File: src/timer_group_pkg.sv
// Shared constants for the four-timer group: register map, fields, modes and dividers.
package timer_group_pkg;

	// ==========================================================================
	// Register map (byte addresses on the 32-bit bus)
	localparam logic [7:0] ADDR_CTRL   = 8'h00;
	localparam logic [7:0] ADDR_STATUS = 8'h04;
	localparam logic [7:0] ADDR_T01_COUNT [2] = '{8'h08, 8'h0c};
	localparam logic [7:0] ADDR_T23_CTRL  [2] = '{8'h10, 8'h1c};
	localparam logic [7:0] ADDR_T23_COUNT [2] = '{8'h14, 8'h20};
	localparam logic [7:0] ADDR_T23_RELOAD[2] = '{8'h18, 8'h24};

	// ==========================================================================
	// Shared control register fields (two-bit groups: bit 0 timer zero, bit 1 timer one, except the per-timer mode fields and shared prescale)
	localparam int CTRL_RUN_LSB      = 0;
	localparam int CTRL_GATE_EN_LSB  = 2;
	localparam int CTRL_GATE_POL_LSB = 4;
	localparam int CTRL_COUNTER_LSB  = 6;
	localparam int CTRL_MODE0_LSB    = 8;
	localparam int CTRL_MODE1_LSB    = 10;
	localparam int CTRL_CLKSEL_LSB   = 12;
	localparam int CTRL_PRESCALE_LSB = 14;
	localparam int CTRL_WIDTH        = 16;
	localparam logic [15:0] CTRL_RESET = 16'h0000;

	// Timer two/three control fields
	localparam int T23_RUN       = 0;
	localparam int T23_SPLIT     = 1;
	localparam int T23_CAPTURE   = 2;
	localparam int T23_SRC_LSB   = 3;
	localparam int T23_LO_SYS    = 5;
	localparam int T23_HI_SYS    = 6;
	localparam int T23_CTRL_W    = 7;
	localparam logic [6:0] T23_CTRL_RESET = 7'h00;

	// Status flags, write one to clear
	localparam int ST_T0_OVF    = 0;
	localparam int ST_T1_OVF    = 1;
	localparam int ST_T0_HI_OVF = 2;
	localparam int ST_T23_BASE  = 3;
	localparam int STATUS_W     = 7;
	localparam logic [6:0] STATUS_RESET = 7'h00;

	// ==========================================================================
	// Modes and sources
	typedef enum logic [1:0] {
		MODE_13BIT       = 2'b00,
		MODE_16BIT       = 2'b01,
		MODE_8BIT_RELOAD = 2'b10,
		MODE_SPLIT       = 2'b11
	} basic_mode_t;

	typedef enum logic [1:0] {
		PRESCALE_DIV12    = 2'b00,
		PRESCALE_DIV4     = 2'b01,
		PRESCALE_DIV48    = 2'b10,
		PRESCALE_EXT_DIV8 = 2'b11
	} prescale_t;

	typedef enum logic [1:0] {
		SRC_SYS_DIV12  = 2'b00,
		SRC_OSC_DIV8   = 2'b01,
		SRC_COMPARATOR = 2'b10,
		SRC_SPARE      = 2'b11
	} t23_source_t;

	// ==========================================================================
	// Dividers
	localparam logic [3:0] DIV12_LAST    = 4'hb;
	localparam logic [1:0] DIV4_PHASE    = 2'h3;
	localparam logic [1:0] DIV48_LAST    = 2'h3;
	localparam logic [2:0] OSC_DIV8_LAST = 3'h7;

	// Synchronised input slots
	localparam int IN_T0_PIN  = 0;
	localparam int IN_T1_PIN  = 1;
	localparam int IN_EXT_OSC = 2;
	localparam int IN_RTC_OSC = 3;
	localparam int IN_CMP0    = 4;
	localparam int IN_CMP1    = 5;
	localparam int NUM_SYNC   = 6;

endpackage : timer_group_pkg

File: src/event_sync.sv
// Two-stage synchroniser with rising and falling edge pulses.
module event_sync
	import timer_group_pkg::*;
(
	input  wire logic clk,
	input  wire logic rst_n,
	input  wire logic raw,
	output logic      rise,
	output logic      fall
);

	logic       meta;
	logic       level;
	logic       last;
	logic [2:0] filled;

	// ==========================================================================
	// Synchroniser; only the second stage is looked at
	always_ff @(posedge clk) begin
		if (!rst_n) begin
			meta   <= 1'b0;
			level  <= 1'b0;
			last   <= 1'b0;
			filled <= 3'h0;
		end else begin
			meta   <= raw;
			level  <= meta;
			last   <= level;
			filled <= {filled[1:0], 1'b1};
		end
	end

	// Edges wait until every stage holds a real sample, so a pin idling high gives no false rise after reset
	wire ready = filled[2];

	assign rise = ready & level & ~last;
	assign fall = ready & ~level & last;

endmodule : event_sync

File: src/timer_group.sv
// Four counter/timers: two classic 13/16/8-bit units and two 16-bit auto-reload units, Wishbone slave.
//
// Notes on behaviour
// - Four independent 16-bit counter/timers exist, two classic and two auto-reload.
// - Timers zero and one count in 13-bit, 16-bit or 8-bit auto-reload mode, and timer zero alone may split into two 8-bit timers.
// - Timers two and three run as one 16-bit auto-reload timer or as two 8-bit timers each with its own reload.
// - Timers two and three can capture their count on an oscillator or comparator event to measure its period.
// - Timers zero and one choose from five clocks through a per-timer select bit and a shared two-bit prescale field.
// - Each of timers zero and one counts either the prescaled clock or the undivided system clock.
// - Timers two and three accept the system clock or the system clock divided by twelve.
// - Timer two may also count the real-time oscillator divided by eight or comparator zero.
// - Timer three may also count the external oscillator divided by eight or comparator one.
// - In counter operation timers zero and one increment on each falling edge of their event pin.
// - Event pins are counted correctly up to a quarter of the system clock rate.
// - The prescale field gives clock divided by 12, 4, 48, or the external clock divided by eight.
// - Timers zero and one run only with run set and either gating off or the gate input at its set polarity, except timer zero's split high byte.
// - A 13-bit wrap from all ones to zero sets the overflow flag, which serves as the interrupt request.
module timer_group
	import timer_group_pkg::*;
(
	input  wire logic        clk,
	input  wire logic        rst_n,
	input  wire logic        wb_cyc_i,
	input  wire logic        wb_stb_i,
	input  wire logic        wb_we_i,
	input  wire logic [7:0]  wb_adr_i,
	input  wire logic [3:0]  wb_sel_i,
	input  wire logic [31:0] wb_dat_i,
	output logic      [31:0] wb_dat_o,
	output logic             wb_ack_o,
	input  wire logic        timer_zero_event_pin,
	input  wire logic        timer_one_event_pin,
	input  wire logic        timer_zero_gate_input,
	input  wire logic        timer_one_gate_input,
	input  wire logic        ext_osc_clk,
	input  wire logic        rtc_osc_clk,
	input  wire logic        comparator0_out,
	input  wire logic        comparator1_out,
	output logic             timer_zero_overflow_flag,
	output logic             timer_one_overflow_flag
);

	// ==========================================================================
	// Helpers
	function automatic logic hit(input logic [7:0] adr, input logic [7:0] offset);
		hit = (adr[7:2] == offset[7:2]);
	endfunction : hit

	function automatic logic [31:0] merge_bytes(input logic [31:0] old_val, input logic [31:0] new_val,
		input logic [3:0] sel);
		merge_bytes = old_val;
		for (int b = 0; b < 4; b++) begin
			if (sel[b]) begin
				merge_bytes[b*8 +: 8] = new_val[b*8 +: 8];
			end
		end
	endfunction : merge_bytes

	// ==========================================================================
	// Bus slave: one wait state, ack for one cycle, write commits at the acked edge
	logic        wr_go;
	logic [31:0] read_data;
	logic [15:0] ctrl;
	logic [6:0]  status;
	wire  [6:0]  status_set;

	assign wr_go = wb_cyc_i & wb_stb_i & wb_we_i & wb_ack_o;

	always_ff @(posedge clk) begin
		if (!rst_n) begin
			wb_ack_o <= 1'b0;
			wb_dat_o <= 32'h0000_0000;
		end else begin
			wb_ack_o <= wb_cyc_i & wb_stb_i & ~wb_ack_o;
			if (wb_cyc_i & wb_stb_i & ~wb_ack_o) begin
				wb_dat_o <= read_data;
			end
		end
	end

	wire wr_ctrl   = wr_go & hit(wb_adr_i, ADDR_CTRL);
	wire wr_status = wr_go & hit(wb_adr_i, ADDR_STATUS);
	wire [31:0] ctrl_merged = merge_bytes({16'h0000, ctrl}, wb_dat_i, wb_sel_i);
	wire [6:0]  status_clr  = (wr_status & wb_sel_i[0]) ? wb_dat_i[6:0] : 7'h00;

	always_ff @(posedge clk) begin
		if (!rst_n) begin
			ctrl   <= CTRL_RESET;
			status <= STATUS_RESET;
		end else begin
			if (wr_ctrl) begin
				ctrl <= ctrl_merged[15:0];
			end
			// A flag raised in the clearing cycle survives the clear
			status <= (status & ~status_clr) | status_set;
		end
	end

	assign timer_zero_overflow_flag = status[ST_T0_OVF];
	assign timer_one_overflow_flag  = status[ST_T1_OVF];

	// ==========================================================================
	// Input synchronisers
	wire [NUM_SYNC-1:0] raw_in = {comparator1_out, comparator0_out, rtc_osc_clk, ext_osc_clk,
		timer_one_event_pin, timer_zero_event_pin};
	logic [NUM_SYNC-1:0] in_rise;
	logic [NUM_SYNC-1:0] in_fall;

	genvar s;
	generate
		for (s = 0; s < NUM_SYNC; s++) begin : g_sync
			event_sync u_sync (
				.clk  (clk),
				.rst_n(rst_n),
				.raw  (raw_in[s]),
				.rise (in_rise[s]),
				.fall (in_fall[s])
			);
		end
	endgenerate

	// ==========================================================================
	// Clock dividers, all as one-cycle enables
	logic [3:0] div12_cnt;
	logic [1:0] div48_cnt;
	logic [2:0] ext_div_cnt;
	logic [2:0] rtc_div_cnt;

	wire div12_tick   = (div12_cnt == DIV12_LAST);
	wire div4_tick    = (div12_cnt[1:0] == DIV4_PHASE);
	wire div48_tick   = div12_tick & (div48_cnt == DIV48_LAST);
	wire ext_div8_tick = in_rise[IN_EXT_OSC] & (ext_div_cnt == OSC_DIV8_LAST);
	wire rtc_div8_tick = in_rise[IN_RTC_OSC] & (rtc_div_cnt == OSC_DIV8_LAST);

	always_ff @(posedge clk) begin
		if (!rst_n) begin
			div12_cnt   <= 4'h0;
			div48_cnt   <= 2'h0;
			ext_div_cnt <= 3'h0;
			rtc_div_cnt <= 3'h0;
		end else begin
			div12_cnt <= div12_tick ? 4'h0 : div12_cnt + 4'h1;
			if (div12_tick) begin
				div48_cnt <= div48_cnt + 2'h1;
			end
			if (in_rise[IN_EXT_OSC]) begin
				ext_div_cnt <= ext_div_cnt + 3'h1;
			end
			if (in_rise[IN_RTC_OSC]) begin
				rtc_div_cnt <= rtc_div_cnt + 3'h1;
			end
		end
	end

	// Prescaled clock shared by timers zero and one
	prescale_t prescale_select;
	logic      prescale_tick;
	assign prescale_select = prescale_t'(ctrl[CTRL_PRESCALE_LSB +: 2]);
	assign prescale_tick = (prescale_select == PRESCALE_DIV12) ? div12_tick :
		(prescale_select == PRESCALE_DIV4) ? div4_tick :
		(prescale_select == PRESCALE_DIV48) ? div48_tick : ext_div8_tick;

	// ==========================================================================
	// Timers zero and one
	wire [1:0] gate_input = {timer_one_gate_input, timer_zero_gate_input};
	wire [1:0] pin_fall   = {in_fall[IN_T1_PIN], in_fall[IN_T0_PIN]};
	wire [1:0] timer_tick;
	logic [15:0] t01_count [2];

	genvar i;
	generate
		for (i = 0; i < 2; i++) begin : g_t01
			logic [7:0] lo;
			logic [7:0] hi;
			logic [7:0] next_lo;
			logic [7:0] next_hi;
			logic       ovf_set;
			logic       hi_ovf_set;
			logic       carry;
			basic_mode_t mode;

			assign mode = basic_mode_t'(ctrl[(i == 0 ? CTRL_MODE0_LSB : CTRL_MODE1_LSB) +: 2]);

			wire run_ok = ctrl[CTRL_RUN_LSB + i] & (~ctrl[CTRL_GATE_EN_LSB + i] |
				(gate_input[i] == ctrl[CTRL_GATE_POL_LSB + i]));
			assign timer_tick[i] = ctrl[CTRL_CLKSEL_LSB + i] ? 1'b1 : prescale_tick;
			wire step = run_ok & (ctrl[CTRL_COUNTER_LSB + i] ? pin_fall[i] : timer_tick[i]);
			// Split high byte of timer zero borrows timer one's run bit but uses timer zero's timer clock
			wire hi_step = (i == 0) ? (ctrl[CTRL_RUN_LSB + 1] & timer_tick[0]) : 1'b0;

			always_comb begin
				next_lo    = lo;
				next_hi    = hi;
				ovf_set    = 1'b0;
				hi_ovf_set = 1'b0;
				carry      = 1'b0;
				unique case (mode)
					MODE_13BIT: begin
						if (step) begin
							{carry, next_hi, next_lo[4:0]} = {1'b0, hi, lo[4:0]} + 14'h0001;
							ovf_set = carry;
						end
					end
					MODE_16BIT: begin
						if (step) begin
							{carry, next_hi, next_lo} = {1'b0, hi, lo} + 17'h00001;
							ovf_set = carry;
						end
					end
					MODE_8BIT_RELOAD: begin
						if (step) begin
							next_lo = (lo == 8'hff) ? hi : lo + 8'h01;
							ovf_set = (lo == 8'hff);
						end
					end
					MODE_SPLIT: begin
						// Timer one holds its count while set to split mode
						if (i == 0) begin
							if (step) begin
								{carry, next_lo} = {1'b0, lo} + 9'h001;
								ovf_set = carry;
							end
							if (hi_step) begin
								next_hi    = hi + 8'h01;
								hi_ovf_set = (hi == 8'hff);
							end
						end
					end
				endcase
			end

			wire        wr_count = wr_go & hit(wb_adr_i, ADDR_T01_COUNT[i]);
			wire [31:0] count_merged = merge_bytes({16'h0000, hi, lo}, wb_dat_i, wb_sel_i);

			always_ff @(posedge clk) begin
				if (!rst_n) begin
					lo <= 8'h00;
					hi <= 8'h00;
				end else if (wr_count) begin
					lo <= count_merged[7:0];
					hi <= count_merged[15:8];
				end else begin
					lo <= next_lo;
					hi <= next_hi;
				end
			end

			assign status_set[ST_T0_OVF + i] = ovf_set;
			if (i == 0) begin : g_hi_flag
				assign status_set[ST_T0_HI_OVF] = hi_ovf_set;
			end
			assign t01_count[i] = {hi, lo};
		end
	endgenerate

	// ==========================================================================
	// Timers two and three
	wire [1:0] osc_tick = {ext_div8_tick, rtc_div8_tick};
	wire [1:0] cmp_rise = {in_rise[IN_CMP1], in_rise[IN_CMP0]};
	logic [6:0]  t23_ctrl   [2];
	logic [15:0] t23_count  [2];
	logic [15:0] t23_reload [2];

	genvar j;
	generate
		for (j = 0; j < 2; j++) begin : g_t23
			logic [6:0]  cfg;
			logic [15:0] cnt;
			logic [15:0] rel;
			logic [15:0] next_cnt;
			logic [15:0] next_rel;
			logic        lo_set;
			logic        hi_set;
			logic        carry;
			t23_source_t src;

			assign src = t23_source_t'(cfg[T23_SRC_LSB +: 2]);
			wire src_tick = (src == SRC_OSC_DIV8) ? osc_tick[j] :
				(src == SRC_COMPARATOR) ? cmp_rise[j] : div12_tick;
			wire capture_mode = cfg[T23_CAPTURE];
			// In capture the source picks the event, so counting uses the system clock or its /12
			wire capture_evt = (src == SRC_COMPARATOR) ? cmp_rise[j] : osc_tick[j];
			wire lo_tick = cfg[T23_LO_SYS] ? 1'b1 : (capture_mode ? div12_tick : src_tick);
			wire hi_tick = cfg[T23_HI_SYS] ? 1'b1 : src_tick;
			wire run     = cfg[T23_RUN];

			always_comb begin
				next_cnt = cnt;
				next_rel = rel;
				lo_set   = 1'b0;
				hi_set   = 1'b0;
				carry    = 1'b0;
				if (run && capture_mode) begin
					if (lo_tick) begin
						{carry, next_cnt} = {1'b0, cnt} + 17'h00001;
						lo_set = carry;
					end
					if (capture_evt) begin
						next_rel = cnt;
						hi_set   = 1'b1;
					end
				end else if (run && cfg[T23_SPLIT]) begin
					if (lo_tick) begin
						next_cnt[7:0] = (cnt[7:0] == 8'hff) ? rel[7:0] : cnt[7:0] + 8'h01;
						lo_set = (cnt[7:0] == 8'hff);
					end
					if (hi_tick) begin
						next_cnt[15:8] = (cnt[15:8] == 8'hff) ? rel[15:8] : cnt[15:8] + 8'h01;
						hi_set = (cnt[15:8] == 8'hff);
					end
				end else if (run && lo_tick) begin
					next_cnt = (cnt == 16'hffff) ? rel : cnt + 16'h0001;
					lo_set   = (cnt == 16'hffff);
				end
			end

			wire wr_cfg = wr_go & hit(wb_adr_i, ADDR_T23_CTRL[j]);
			wire wr_cnt = wr_go & hit(wb_adr_i, ADDR_T23_COUNT[j]);
			wire wr_rel = wr_go & hit(wb_adr_i, ADDR_T23_RELOAD[j]);
			wire [31:0] cfg_merged = merge_bytes({25'h0000000, cfg}, wb_dat_i, wb_sel_i);
			wire [31:0] cnt_merged = merge_bytes({16'h0000, cnt}, wb_dat_i, wb_sel_i);
			wire [31:0] rel_merged = merge_bytes({16'h0000, rel}, wb_dat_i, wb_sel_i);

			always_ff @(posedge clk) begin
				if (!rst_n) begin
					cfg <= T23_CTRL_RESET;
					cnt <= 16'h0000;
					rel <= 16'h0000;
				end else begin
					cfg <= wr_cfg ? cfg_merged[6:0] : cfg;
					cnt <= wr_cnt ? cnt_merged[15:0] : next_cnt;
					rel <= wr_rel ? rel_merged[15:0] : next_rel;
				end
			end

			assign status_set[ST_T23_BASE + 2*j]     = lo_set;
			assign status_set[ST_T23_BASE + 2*j + 1] = hi_set;
			assign t23_ctrl[j]   = cfg;
			assign t23_count[j]  = cnt;
			assign t23_reload[j] = rel;
		end
	endgenerate

	// ==========================================================================
	// Read selection; unmapped addresses read zero and are still acknowledged
	wire [31:0] rd_ctrl   = hit(wb_adr_i, ADDR_CTRL) ? {16'h0000, ctrl} : 32'h0000_0000;
	wire [31:0] rd_status = hit(wb_adr_i, ADDR_STATUS) ? {25'h0000000, status} : 32'h0000_0000;
	wire [31:0] rd_t0 = hit(wb_adr_i, ADDR_T01_COUNT[0]) ? {16'h0000, t01_count[0]} : 32'h0000_0000;
	wire [31:0] rd_t1 = hit(wb_adr_i, ADDR_T01_COUNT[1]) ? {16'h0000, t01_count[1]} : 32'h0000_0000;
	wire [31:0] rd_t2c = hit(wb_adr_i, ADDR_T23_CTRL[0]) ? {25'h0000000, t23_ctrl[0]} : 32'h0000_0000;
	wire [31:0] rd_t3c = hit(wb_adr_i, ADDR_T23_CTRL[1]) ? {25'h0000000, t23_ctrl[1]} : 32'h0000_0000;
	wire [31:0] rd_t2n = hit(wb_adr_i, ADDR_T23_COUNT[0]) ? {16'h0000, t23_count[0]} : 32'h0000_0000;
	wire [31:0] rd_t3n = hit(wb_adr_i, ADDR_T23_COUNT[1]) ? {16'h0000, t23_count[1]} : 32'h0000_0000;
	wire [31:0] rd_t2r = hit(wb_adr_i, ADDR_T23_RELOAD[0]) ? {16'h0000, t23_reload[0]} : 32'h0000_0000;
	wire [31:0] rd_t3r = hit(wb_adr_i, ADDR_T23_RELOAD[1]) ? {16'h0000, t23_reload[1]} : 32'h0000_0000;

	assign read_data = rd_ctrl | rd_status | rd_t0 | rd_t1 | rd_t2c | rd_t3c | rd_t2n | rd_t3n
		| rd_t2r | rd_t3r;

endmodule : timer_group

File: config.mk
export PLATFORM = sky130hd
export DESIGN_NAME = timer_group
export DESIGN_NICKNAME = d
export VERILOG_FILES = /design/src/timer_group_pkg.sv /design/src/event_sync.sv /design/src/timer_group.sv
export SDC_FILE = /design/constraint.sdc
export NUM_CORES = 1
export LEC_CHECK = 0
export BUFFER_PORTS_ARGS = -buffer_cell sky130_fd_sc_hd__buf_2
export CAP_MARGIN = 10
export CORE_ASPECT_RATIO = 1.25
export CORE_MARGIN = 2
export CORE_UTILIZATION = 55
export CTS_CLUSTER_SIZE = 20
export DETAILED_ROUTE_END_ITERATION = 6
export PLACE_DENSITY = 0.74
export RECOVER_POWER = 25
export SLEW_MARGIN = 10
export SYNTH_ARGS = -nofsm -noshare
export SYNTH_HDL_FRONTEND = slang
export SYNTH_SLANG_ARGS = --single-unit
export TNS_END_PERCENT = 20
File: constraint.sdc
create_clock -name clk -period 2.4 [get_ports clk]
set_clock_uncertainty 0.2 [all_clocks]
set_input_delay 0.24 -clock clk [delete_from_list [all_inputs] [get_ports clk]]
set_output_delay 0.24 -clock clk [all_outputs]
set_load 0.03 [all_outputs]
# Yosys cells after proc, flatten, opt, wreduce, memory -nomap -nowiden
# Cells that the tools add are included.
# totals
register_bits	214
in_bits	57
output_inout_bits	35
word_cells	353
# classes
addsub	20
n_eq_ne	62
muxes	117
bitwise	59
n_reduce_logical	40
# ops
operator	n
two-way mux 16 bit	25
two-way mux 8 bit	26
bitwise OR 16 bit	6
adder 16 x 1 -> 17 bit (second input constant)	4
adder 8 x 1 -> 8 bit (second input constant)	7
== test 8 bit (second input constant)	7
two-way mux 1 bit	52
bitwise OR 16 x 7 -> 16 bit	3
!= test 3 bit (second input constant)	12
AND 1 bit	35
adder 16 x 1 -> 16 bit (second input constant)	2
== test 16 bit (second input constant)	2
adder 13 x 1 -> 14 bit (second input constant)	2
two-way mux 7 bit	4
== test 6 x 3 -> 1 bit (second input constant)	4
!= test 2 bit (second input constant)	12
case mux 8 bit (3 select lines)	1
AND reduction 4 bit	6
case mux 5 bit (4 select lines)	1
AND reduction 5 bit	4
nonzero test 4 bit	5
== test 2 bit (second input constant)	8
case mux 8 bit (2 select lines)	1
case mux 5 bit (3 select lines)	1
other kinds (30)	68

# Logic depth before layout (Yosys ltp)
# Gate-level depths: netlist (run 1).
# logic_depth
ltp_word	12
depth_mapped	10
mapped_depth_nobuf	8

# By module
# Synthesis (run 1) repeated with hierarchy kept, for this count alone.
# unflattened
cells_unflattened	1527
hier_area_um2	12024.0
# by_module_without_submodules
mod	n_inst	cells_per_inst	area_each_um2	seq_area_each_um2
timer_group	1	1449	11003.1	3243.1
event_sync	6	13	170.2	120.1

# Worst setup path before layout (run 1)
# Ideal clock, no wire load.
# synth_path
path_type	reg-to-reg
start	register wb_ack_o
end	register g_t01[0].hi[6]
setup_time_ns	0.088
arrival_ns	2.051
required_ns	2.112
path_slack_ns	0.061
stages_incl_launch_ff	7
n_path_buf	0
period_less_slack_ns	2.339
path_cell_list	dfxtp_1 nand4_1 nor3_4 mux2i_1 o31a_1 nor2_4 a311oi_2
# synth_via
elab_chain_cells	4
word_cells_on_any_way	9
classes_between	4 x eq/ne; 1 x mux; 2 x bitwise; 2 x reduce/logical
# synth_lines
item	line	text
from (decl)	timer_group.sv:30	output logic wb_ack_o,
from (signal assigned)	timer_group.sv:74	wb_ack_o <= wb_cyc_i & wb_stb_i & ~wb_ack_o;
AND 1 bit (*)	timer_group.sv:67	assign wr_go = wb_cyc_i & wb_stb_i & wb_we_i & wb_ack_o;
AND 1 bit (*)	timer_group.sv:232	wire wr_count = wr_go & hit(wb_adr_i, ADDR_T01_COUNT[i]);
!= test 3 bit (no source line), or another cell as far along	--	
AND reduction 5 bit (no source line)	--	
to (signal assigned)	timer_group.sv:241	hi <= count_merged[15:8];
to (signal assigned)	timer_group.sv:244	hi <= next_hi;
to (decl)	timer_group.sv:174	logic [7:0] hi;
# Every way passes the cells marked *; elsewhere a longest branch is shown, timed or not.
# A chain may end at the register's enable or synchronous reset.

# Worst setup path in the final report (run 1)
# layout_path
start	register ext_div_cnt[1]
end	register g_t23[1].cnt[12]
# layout_via
elab_chain_cells	8
word_cells_on_any_way	11
classes_between	3 x eq/ne; 4 x mux; 1 x bitwise; 3 x reduce/logical
# layout_lines
item	line	text
from (decl)	timer_group.sv:126	logic [2:0] ext_div_cnt;
from (signal assigned)	timer_group.sv:147	ext_div_cnt <= ext_div_cnt + 3'h1;
== test 3 bit (*)	timer_group.sv:132	wire ext_div8_tick = in_rise[IN_EXT_OSC] & (ext_div_cnt == OSC_DIV8_LAST);
AND 1 bit (*)	timer_group.sv:132	
two-way mux 1 bit (*)	timer_group.sv:278	wire src_tick = (src == SRC_OSC_DIV8) ? osc_tick[j] :
two-way mux 1 bit (2 in a row)	timer_group.sv:283	wire lo_tick = cfg[T23_LO_SYS] ? 1'b1 : (capture_mode ? div12_tick : src_tick);
logical AND 1 bit	timer_group.sv:311	end else if (run && lo_tick) begin
nonzero test 4 bit (no source line)	--	
AND reduction 4 bit (no source line) (*)	--	
to (signal assigned)	timer_group.sv:331	cnt <= wr_cnt ? cnt_merged[15:0] : next_cnt;
to (decl)	timer_group.sv:268	logic [15:0] cnt;
# Marked as above.

==> metrics.txt, run 1 <==
max-capacitance violation count 0; final HPWL from detailed placement 29.9 mm; area of the core 20700 µm²; area of the mapped netlist between 10000 and 15000 µm²; initial antenna violation count 0; final non-filler cell total roughly 1900; effective utilization at floorplan 0.559; area share of the leading cell type in the synthesized netlist 0.316; delay of the slowest critical-path stage 0.39 ns; Critical Path Stages 11; width of the chip roughly 130 µm; data arrival time of the worst path 2.82 ns; routed via count about 13000; number of cell rows about 60; total routed wirelength around 42 mm; clock latency of the later-clocked register in the worst-skew pair about 0.45 ns; top-level port count 92; top post-synthesis cells by area sky130_fd_sc_hd__dfxtp_1, sky130_fd_sc_hd__mux2i_1, sky130_fd_sc_hd__nand2_1, sky130_fd_sc_hd__nor2_1, sky130_fd_sc_hd__o21ai_0; measured slew at the worst slew-check pin just under 0.7 ns; highest clock rate between 300 and 400 MHz; mean instance size in the synthesized netlist 8.05 µm²; Avg WL per Cell between 20 and 25 µm; number of distinct standard cells referenced by the synthesized netlist between 90 and 100; worst reg2reg path startpoint ext_div_cnt[1]; share of flip-flops with an asynchronous set or reset 0; input/output buffers 55; global-route wire length before repair roughly 65 mm; top library cells by usage in the layout, fill and taps aside sky130_fd_sc_hd__dfxtp_1, sky130_fd_sc_hd__buf_4, sky130_fd_sc_hd__nand2_1; largest area contributor in the netlist sky130_fd_sc_hd__dfxtp_1; 1st-pass router iterations 7; Synth Warn # 0; unrepaired setup endpoints after global routing yes; maximum number of pins on one net before global-route repair 104; worst-case vdd ir drop 533 µV; RD Place Congestion about 1.0; number of buffers added by the clock tree synthesis step 17; number of buffers on the longest clock path 2; depth of the most critical reg-to-reg path 11; number of DRC violations after detailed routing 7; leakage dissipation between 5 and 6 nW; relative area change from synthesis to final layout 20.6%; worst hold path type in -> reg; timing endpoint of the critical path g_t23[1].cnt[12]; total congestion overflow after global routing 0; run status finished with violations; sequential area share after synthesis 0.316; worst slack after detailed placement -0.313 ns; CTS root buffer sky130_fd_sc_hd__clkbuf_16; TritonCTS sink count 183; count of flip-flops with a built-in enable after synthesis 0; maximum fanout along the worst path 7; Post-Layout Inst Area between 10000 and 15000 µm²; TritonCTS clock tree built; Antenna Violating Nets Remaining 0; H-tree depth 4; Overall Global Routing Usage 0.371; Startpoint Class flip-flop; number of setup violations in the final report 13; number of antenna repair diodes 0; Clock Pin Slew Worst Setup and Hold Paths roughly 0.070 ns; cell breakdown of the critical path ha_4 > ha_4 > nand4b_1 > buf_4 > buf_6 > o211ai_1 > a21oi_2 > a221oi_4 > buf_6 > nand2_4 > o22ai_2; Buffers & Inverters on Critical Path 3; cell with the largest stage delay on the worst path sky130_fd_sc_hd__a221oi_4; hold slack final 0.0237 ns; Die Area roughly 22000 µm²; overall power after layout roughly 6.4 mW; Yosys reg bits 183; cell count after synthesis about 1400; kind of critical path reg -> reg; DP Area 12900 µm²; startpoint of the most critical setup path ext_div_cnt[1]; Final min period approximately 2.6 ns; number of pins with negative max-slew slack in the final report 0; R2R Path End g_t23[1].cnt[12]; DRC violation total after the first TritonRoute iteration approximately 1700; share of layout cells above drive strength 1 0.223; category of the worst setup path capture point flip-flop; Final WS setup -0.243 ns; family with the most delay on the worst path compound AO/OA/AOI/OAI gates; Nets approximately 1600; final hold violation count 0; required time at the worst-slack endpoint 2.58 ns; relative slew slack 0.541; slack of the worst reg-to-reg path -0.24 ns; dominant synthesized flop cell sky130_fd_sc_hd__dfxtp_1; total power divided by cell area between 400 and 500 nW/µm²; violated checks DRC, setup timing; number of global-route vias before repair ~12000; routed via count divided by cell count between 6 and 7; die boundary height between 150 and 200 µm; commonest non-fill, non-tap cell in the layout sky130_fd_sc_hd__dfxtp_1; final worst path period share 1.10; total placed cells including tap cells between 1500 and 2000
[worst reg2reg max path: stages (launching register included)]
cell	delay, ns
sky130_fd_sc_hd__dfxtp_2	0.36
sky130_fd_sc_hd__ha_4	0.14
sky130_fd_sc_hd__ha_4	0.11
sky130_fd_sc_hd__nand4b_1	0.21
sky130_fd_sc_hd__buf_4	0.23
sky130_fd_sc_hd__buf_6	0.11
sky130_fd_sc_hd__o211ai_1	0.22
sky130_fd_sc_hd__a21oi_2	0.14
sky130_fd_sc_hd__a221oi_4	0.39
sky130_fd_sc_hd__buf_6	0.22
sky130_fd_sc_hd__nand2_4	0.07
sky130_fd_sc_hd__o22ai_2	0.18
[layer usage]
| metal | part of all wire | global-route usage | up-vias |
|---|---|---|---|
| met2 | 0.44 | 0.561 | 847 |
| li1 | - | - | 5635 |
| met5 | 0 | 0 | - |
| met3 | 0.11 | 0.0781 | 239 |
| met4 | 0.075 | 0.247 | 0 |
| met1 | 0.38 | 0.474 | 5887 |
[kinds of logic after synthesis]
family / synth area share
AOI/OAI and AO/OA: 0.266
xor gates and xnor gates: 0.0370
adders and majority gates: 0.0238
buffers and inverters: 0.0666
DFF: 0.316
muxes: 0.0577
other: 0.000324
and+or+nand+nor: 0.232
[how the worst min path moves through the flow]
stage,start,end,slack (ns),depth (start not counted)
after floorplan,rst_n,g_sync[5].u_sync.filled[0],0.07,0
after global placement,g_sync[4].u_sync.meta,g_sync[4].u_sync.level,0.21,1
after detailed placement,g_sync[4].u_sync.meta,g_sync[4].u_sync.level,0.22,1
after CTS,wb_dat_i[14],g_t23[1].cnt[14],0.007,3
after global routing,wb_dat_i[14],g_t23[1].cnt[14],0.02,3
final,wb_dat_i[14],g_t23[1].cnt[14],0.02,3
[Yosys cell counts (9+ instances only)]
master	n
sky130_fd_sc_hd__dfxtp_1	183
sky130_fd_sc_hd__nand2_1	137
sky130_fd_sc_hd__nor2_1	133
sky130_fd_sc_hd__o21ai_0	85
sky130_fd_sc_hd__clkbuf_1	77
sky130_fd_sc_hd__mux2i_1	57
sky130_fd_sc_hd__nand3_1	57
sky130_fd_sc_hd__a31oi_1	55
sky130_fd_sc_hd__a21oi_1	54
sky130_fd_sc_hd__buf_2	32
sky130_fd_sc_hd__and2_1	28
sky130_fd_sc_hd__xnor2_1	27
sky130_fd_sc_hd__a221oi_1	26
sky130_fd_sc_hd__nand4_1	26
sky130_fd_sc_hd__a22oi_1	25
sky130_fd_sc_hd__inv_1	25
sky130_fd_sc_hd__a211oi_1	24
sky130_fd_sc_hd__and3_1	23
sky130_fd_sc_hd__a311oi_1	22
sky130_fd_sc_hd__ha_1	22
sky130_fd_sc_hd__nor3_1	22
sky130_fd_sc_hd__xor2_1	22
sky130_fd_sc_hd__buf_4	18
sky130_fd_sc_hd__o211ai_1	17
sky130_fd_sc_hd__o31ai_1	14
sky130_fd_sc_hd__and4_1	11
sky130_fd_sc_hd__o22ai_1	11
sky130_fd_sc_hd__a222oi_1	10
sky130_fd_sc_hd__nor4_1	9
[state kept, by name (all words and copies together), names as in the netlist]
name                  count
ctrl                     16
div12_cnt                 4
div48_cnt                 2
ext_div_cnt               3
g_sync.u_sync.filled      3
g_sync.u_sync.last        6
g_sync.u_sync.level       6
g_sync.u_sync.meta        6
g_t01.hi                 16
g_t01.lo                 16
g_t23.cfg                14
g_t23.cnt                32
g_t23.rel                32
rtc_div_cnt               3
status                    7
wb_ack_o                  1
wb_dat_o                 16
[power breakdown]
part | leakage [nW] | internal, mW | switching [mW]
sequential | 1.48 | 3.07 | 0.0201
clock | 0.278 | 1.40 | 1.40
combinational | 3.52 | 0.135 | 0.332
total | 5.28 | 4.61 | 1.75
[final cells by class]
| class | instances | area, µm² |
|---|---|---|
| multi-input combinational | 1108 | 7560 |
| fill | 1724 | 6770 |
| sequential | 183 | 3670 |
| timing repair buffer | 234 | 1730 |
| clock buffer | 18 | 439 |
| tap | 274 | 343 |
| clock inverter | 14 | 134 |
| inverter | 26 | 98.8 |
[stage by stage]
step,util,TNS (ns)
floorplan,-,0
global placement,0.621,-1.64
detailed placement,0.621,-5.62
CTS,0.662,-1.26
global route,0.674,-2.83
finish,0.674,-1.68
[what timing repair did]
item                       CTS  global route
gates cloned                 1             0
hold buffers                13             0
setup endpoints to repair   46            78
hold endpoints to repair    17             0
resized for setup           34            46
pin swaps                    5            20
setup buffers                1             3
Note: power is estimated with default switching activity, not from simulation.
==> run 2: changes to the inputs <==
--- a/config.mk
+++ b/config.mk
@@ -12,7 +12,7 @@
 export CORE_UTILIZATION = 55
 export CTS_CLUSTER_SIZE = 20
 export DETAILED_ROUTE_END_ITERATION = 6
-export PLACE_DENSITY = 0.74
+export PLACE_DENSITY = 0.71
 export RECOVER_POWER = 25
 export SLEW_MARGIN = 10
 export SYNTH_ARGS = -nofsm -noshare
==> constraint.sdc (replaced) <==
create_clock -name clk -period 3.4 [get_ports clk]
set_clock_uncertainty 0.2 [all_clocks]
set_input_delay 0.34 -clock clk [delete_from_list [all_inputs] [get_ports clk]]
set_output_delay 0.34 -clock clk [all_outputs]
set_load 0.03 [all_outputs]
==> metrics.txt, run 2 (same netlist as run 1, synthesis figures left out) <==
run status finished with violations; Final min period 2.97 ns; unrepaired setup endpoints after global routing no; total congestion overflow after global routing 0; worst reg2reg path startpoint ext_div_cnt[0]; share of layout cells above drive strength 1 0.103; violated checks capacitance limit, slew limit; number of DRC violations after detailed routing 0; hold slack final 0.0835 ns; number of cell rows between 50 and 60; final worst path period share 0.872; worst-case vdd ir drop about 370 µV; max-capacitance violation count 1; final hold violation count 0; RD Place Congestion about 0.95; Resize count post-CTS 0; number of global-route vias before repair ~11000; number of setup violations in the final report 0; hold path startpoint wb_dat_i[10]; Overall Global Routing Usage 0.358; routed via count divided by cell count between 6 and 7; clock latency of the later-clocked register in the worst-skew pair about 0.44 ns; DRC violation total after the first TritonRoute iteration around 1500; relative slew slack -0.319; final HPWL from detailed placement approximately 28 mm; number of antenna repair diodes 0; width of the chip 134 µm; top library cells by usage in the layout, fill and taps aside sky130_fd_sc_hd__dfxtp_1, sky130_fd_sc_hd__nand2_1, sky130_fd_sc_hd__nor2_1; initial antenna violation count 0; overall power after layout approximately 4.4 mW; 1st-pass router iterations 6; top-level port count about 90; number of buffers on the longest clock path 2; portion of total power attributed to sequential cells 0.494; highest clock rate 337 MHz; kind of critical path reg -> reg; final standard cell utilization of the core 0.599; Antenna Violating Nets Remaining 0; maximum number of pins on one net before global-route repair 104; final-layout setup total negative slack 0 ns; die boundary height about 170 µm; maximum fanout along the worst path 7; number of buffers added by the clock tree synthesis step 17; TritonCTS clock tree built; slack of the worst reg-to-reg path between 0.4 and 0.5 ns; input/output buffers 55; Top Registers g_t23.cnt: 32 flops, g_t23.rel: 32 flops; number of filler cells placed in the layout slightly below 2000; depth of the most critical reg-to-reg path 9; R2R Path End g_t01[1].hi[6]; global-route wire length before repair ~62 mm; TritonCTS sink count 183; power share of the combinational group 0.066; data arrival time of the worst path 3.11 ns; CTS root buffer sky130_fd_sc_hd__clkbuf_16; worst hold path type in -> reg; Nets approximately 1500; number of pins with negative max-slew slack in the final report ~100; number of post-CTS setup repair buffers 0; Internal Power between 3 and 4 mW; Avg WL per Cell 23.2 µm; area of the core around 21000 µm²; relative area change from synthesis to final layout 7.16%; Worst Hold Path EP g_t23[1].cnt[10]; hold-critical path depth 3; Clk pwr share 0.441; commonest non-fill, non-tap cell in the layout sky130_fd_sc_hd__dfxtp_1; leakage dissipation approximately 4.4 nW; Die Area 22300 µm²; H-tree depth 4; Clock Pin Slew Worst Setup and Hold Paths ~0.080 ns; power dissipated by switching net loads approximately 1.2 mW; effective utilization at floorplan 0.559; category of the worst setup path capture point flip-flop; measured slew at the worst slew-check pin between 1.5 and 2 ns; switching share of total power 0.275; routed via count 11700; Startpoint Class flip-flop; total routed wirelength approximately 40 mm; total power divided by cell area around 360 nW/µm²; required time at the worst-slack endpoint around 3.6 ns
-- run 2: timing repair --
| item | CTS | global route |
|---|---|---|
| hold endpoints to repair | 6 | 0 |
| hold buffers | 6 | 0 |
| setup endpoints to repair | 0 | 0 |
-- run 2: final cells by class --
| type | count | area, µm² | area share |
|---|---|---|---|
| clock buffers | 18 | 429 | 0.0346 |
| well taps | 274 | 343 | 0.0276 |
| multi-input cells | 1108 | 7210 | 0.581 |
| clock inverters | 14 | 128 | 0.0103 |
| inverters | 26 | 98.8 | 0.00796 |
| repair buffers | 93 | 542 | 0.0436 |
| flip-flops and latches | 183 | 3660 | 0.295 |
-- run 2: how the worst max path moves through the flow --
stage	startpoint	endpoint	slack (ns)
floorplan	wb_ack_o	g_t01[0].hi[6]	1.06
global placement	wb_adr_i[5]	g_t01[0].hi[3]	0.53
detailed placement	ext_div_cnt[0]	g_t01[1].hi[6]	0.48
CTS	ext_div_cnt[0]	g_t01[1].hi[6]	0.47
global route	ext_div_cnt[0]	g_t01[1].hi[6]	0.21
finish	ext_div_cnt[0]	g_t01[1].hi[6]	0.43
-- run 2: worst max-delay path, stage by stage, from the launching register on --
cell,delay (ns)
sky130_fd_sc_hd__dfxtp_1,0.35
sky130_fd_sc_hd__ha_1,0.16
sky130_fd_sc_hd__ha_1,0.13
sky130_fd_sc_hd__nand4b_1,0.26
sky130_fd_sc_hd__a21oi_1,0.38
sky130_fd_sc_hd__o41ai_2,0.12
sky130_fd_sc_hd__buf_4,0.19
sky130_fd_sc_hd__nor4_2,0.61
sky130_fd_sc_hd__nand3_1,0.15
sky130_fd_sc_hd__a221oi_1,0.29
-- run 2: power groups by stage --
stage | sequential (mW) | combinational (mW) | clock [mW]
after floorplan | 2.25 | 0.155 | 0
after global placement | 2.23 | 0.281 | 0
after detailed placement | 2.23 | 0.282 | 0
after CTS | 2.18 | 0.289 | 1.96
after global routing | 2.19 | 0.301 | 2.06
final | 2.18 | 0.291 | 1.95
-- run 2: per-layer routing --
layer  up-vias  GRT usage  share of wire  wire length (µm)
li1       5353          -              -                 -
met1      5568      0.475           0.41             16200
met2       685      0.559           0.45             17900
met5         -          0              0                 0
met3       135     0.0595          0.092              3690
met4         0      0.184          0.054              2140
-- run 2: stage by stage --
stage / instance area (µm²) / cells / setup WS [ns]
6_report: 12400 / 1716 / 0.435
5_1_grt: 12400 / 1716 / 0.208
4_1_cts: 12500 / 1716 / 0.466
3_5_place_dp: 11800 / 1678 / 0.478
3_3_place_gp: 11800 / 1678 / 0.533
2_1_floorplan: 11600 / 1455 / 1.06
==> run 3: changes to the inputs <==
--- a/config.mk
+++ b/config.mk
@@ -5,6 +5,7 @@
 export SDC_FILE = /design/constraint.sdc
 export NUM_CORES = 1
 export LEC_CHECK = 0
+export ABC_AREA = 1
 export BUFFER_PORTS_ARGS = -buffer_cell sky130_fd_sc_hd__buf_2
 export CAP_MARGIN = 10
 export CORE_ASPECT_RATIO = 1.25
==> metrics.txt, run 3 <==
measured slew at the worst slew-check pin around 2.3 ns; Clock Pin Slew Worst Setup and Hold Paths 0.08 ns; area taken by flip-flops and latches approximately 3700 µm²; category of the worst setup path capture point flip-flop; number of setup violations in the final report 0; dominant synthesized flop cell sky130_fd_sc_hd__dfxtp_1; TritonCTS clock tree built; H-tree depth 4; switching share of total power 0.290; width of the chip about 140 µm; Nets slightly above 2000; hold slack final a little over 0.04 ns; power share of the combinational group 0.063; Synth Warn # 0; highest clock rate ~360 MHz; Overall Global Routing Usage 0.370; 1st-pass router iterations 6; number of pins with negative max-slew slack in the final report 57; final hold violation count 0; share of flip-flops with an asynchronous set or reset 0; total power divided by cell area around 350 nW/µm²; top post-synthesis cells by area sky130_fd_sc_hd__dfxtp_1, sky130_fd_sc_hd__nand2_1, sky130_fd_sc_hd__nor2_1, sky130_fd_sc_hd__inv_1, sky130_fd_sc_hd__o21ai_0; largest area contributor in the netlist sky130_fd_sc_hd__dfxtp_1; Antenna Violating Nets Remaining 0; count of flip-flops with a built-in enable after synthesis 0; Top Registers g_t23.cnt: 32 flops, g_t23.rel: 32 flops; clock latency of the later-clocked register in the worst-skew pair 0.46 ns; final HPWL from detailed placement between 30 and 40 mm; kind of critical path reg -> reg; top library cells by usage in the layout, fill and taps aside sky130_fd_sc_hd__nand2_1, sky130_fd_sc_hd__nor2_1, sky130_fd_sc_hd__inv_1; most common cell in the synthesized netlist sky130_fd_sc_hd__nand2_1; number of buffers added by the clock tree synthesis step 17; Final min period between 2 and 3 ns; overall power after layout 4.57 mW; area of the core approximately 21000 µm²; number of antenna repair diodes 0; global-route wire length before repair 65.1 mm; run status finished with violations; family with the most delay on the worst path simple AND/OR/NAND/NOR gates; Startpoint Class flip-flop; Buffers & Inverters on Critical Path 1; final standard cell utilization of the core 0.608; leakage dissipation approximately 5.6 nW; maximum fanout along the worst path 26; delay of the slowest critical-path stage between 0.4 and 0.5 ns; most common library cells after synthesis sky130_fd_sc_hd__nand2_1, sky130_fd_sc_hd__nor2_1, sky130_fd_sc_hd__inv_1; top-level port count between 90 and 100; DRC violation total after the first TritonRoute iteration 1353; cell type with the highest occurrence count on the critical path sky130_fd_sc_hd__nand2_1; Clk pwr share 0.459; worst slack after detailed placement roughly 0.54 ns; maximum number of pins on one net before global-route repair 85; CTS root buffer sky130_fd_sc_hd__clkbuf_16; data arrival time of the worst path roughly 3 ns; area of the multi-input gates between 6000 and 7000 µm²; required time at the worst-slack endpoint roughly 3.6 ns; worst hold path type in -> reg; final worst path period share 0.818; Resize count post-CTS 0; sequential area share after synthesis 0.306; RD Place Congestion 1.02; portion of total power attributed to sequential cells 0.478; relative area change from synthesis to final layout 8.81%; number of hold buffers added after CTS 7; initial antenna violation count 1; slack of the worst reg-to-reg path 0.62 ns; number of DRC violations after detailed routing 0; Internal Power 3.24 mW; final-layout setup total negative slack 0 ns; commonest non-fill, non-tap cell in the layout sky130_fd_sc_hd__nand2_1; Die Area about 23000 µm²; Avg WL per Cell between 15 and 20 µm; number of buffers on the longest clock path 2; cell breakdown of the critical path nand4_2 > nor2_4 > inv_2 > nand2_1 > nor2_1 > nand2_1 > nand2_1 > nor2_2 > nand2_1 > nand2_1 > nor2_1; cell count after synthesis a little under 2000; mean instance size in the synthesized netlist approximately 6.1 µm²; cell with the largest stage delay on the worst path sky130_fd_sc_hd__nor2_4; effective utilization at floorplan 0.558; worst-case vdd ir drop approximately 360 µV; number of global-route vias before repair roughly 12000; unrepaired setup endpoints after global routing no; area of the mapped netlist roughly 12000 µm²; number of distinct standard cells referenced by the synthesized netlist 42; routed via count between 10000 and 15000; number of post-CTS setup repair buffers 0; area share of the leading cell type in the synthesized netlist 0.306; total congestion overflow after global routing 0; max-capacitance violation count 1; relative slew slack -0.518; routed via count divided by cell count 5.86; number of cell rows 60; power dissipated by switching net loads 1.32 mW; total routed wirelength about 43 mm; input/output buffers 55; Final WS setup a little over 0.6 ns; violated checks capacitance limit, slew limit; TritonCTS sink count 183; Yosys reg bits between 150 and 200; share of layout cells above drive strength 1 0.0698; die boundary height between 150 and 200 µm; number of filler cells placed in the layout between 2000 and 2500
[run 3: cell count changes after synthesis, sizes merged, moves of 57 or more]
cell	delta
o21ai	+126
nand3	+73
mux2i	-57
nand2	+326
a21oi	+76
inv	+227
nor2	+139
[run 3: worst paths after layout]
kind,from,cells after the start,endpoint
hold / removal,wb_dat_i[14],3,g_t01[1].hi[6]
hold reg to reg,g_sync[3].u_sync.meta,2,g_sync[3].u_sync.level
setup reg to reg,wb_ack_o,11,g_t23[1].cnt[5]
setup / recovery,wb_ack_o,11,g_t23[1].cnt[5]
[run 3: power groups by stage]
stage / registers, mW / logic [mW] / clock network (mW)
floorplan: 2.25 / 0.146 / 0
global placement: 2.23 / 0.274 / 0
detailed placement: 2.23 / 0.278 / 0
CTS: 2.18 / 0.285 / 2.09
global route: 2.18 / 0.307 / 2.18
finish: 2.18 / 0.290 / 2.09
[run 3: area by class of cell]
class	instances	area share
multi-input cells	1453	0.533
clock buffers	17	0.0326
clock inverters	15	0.0156
inverters	255	0.0734
well taps	279	0.0268
flip-flops and latches	183	0.281
repair buffers	83	0.0373
[run 3: worst register-to-register path: cells and delay by family (launching register included)]
kind          cells  cell delay, ns
simple gates     10            1.82
flops             1            0.38
buf+inv           1            0.30
[run 3: per-layer routing]
metal / GRT usage / vias up / routed length, µm
li1: - / 6486 / -
met1: 0.453 / 6088 / 17000
met2: 0.596 / 630 / 19500
met3: 0.0716 / 177 / 3580
met4: 0.229 / 2 / 2950
met5: 0 / - / 14
[run 3: cells by family (layout without fill, tap and decap cells)]
family,count (synthesis),in the layout,share of synthesized area
buffers and inverters,348,370,0.118
adders and majority gates,22,22,0.0230
and+or+nand+nor,931,931,0.324
other,1,16,0.000313
DFF,183,183,0.306
AOI/OAI and AO/OA,458,458,0.210
xor gates and xnor gates,26,26,0.0190
[run 3: per-stage QoR]
step	cells	area, µm²
floorplan	1984	12000
global placement	2246	12400
detailed placement	2246	12400
CTS	2285	13100
global route	2285	13000
finish	2285	13000
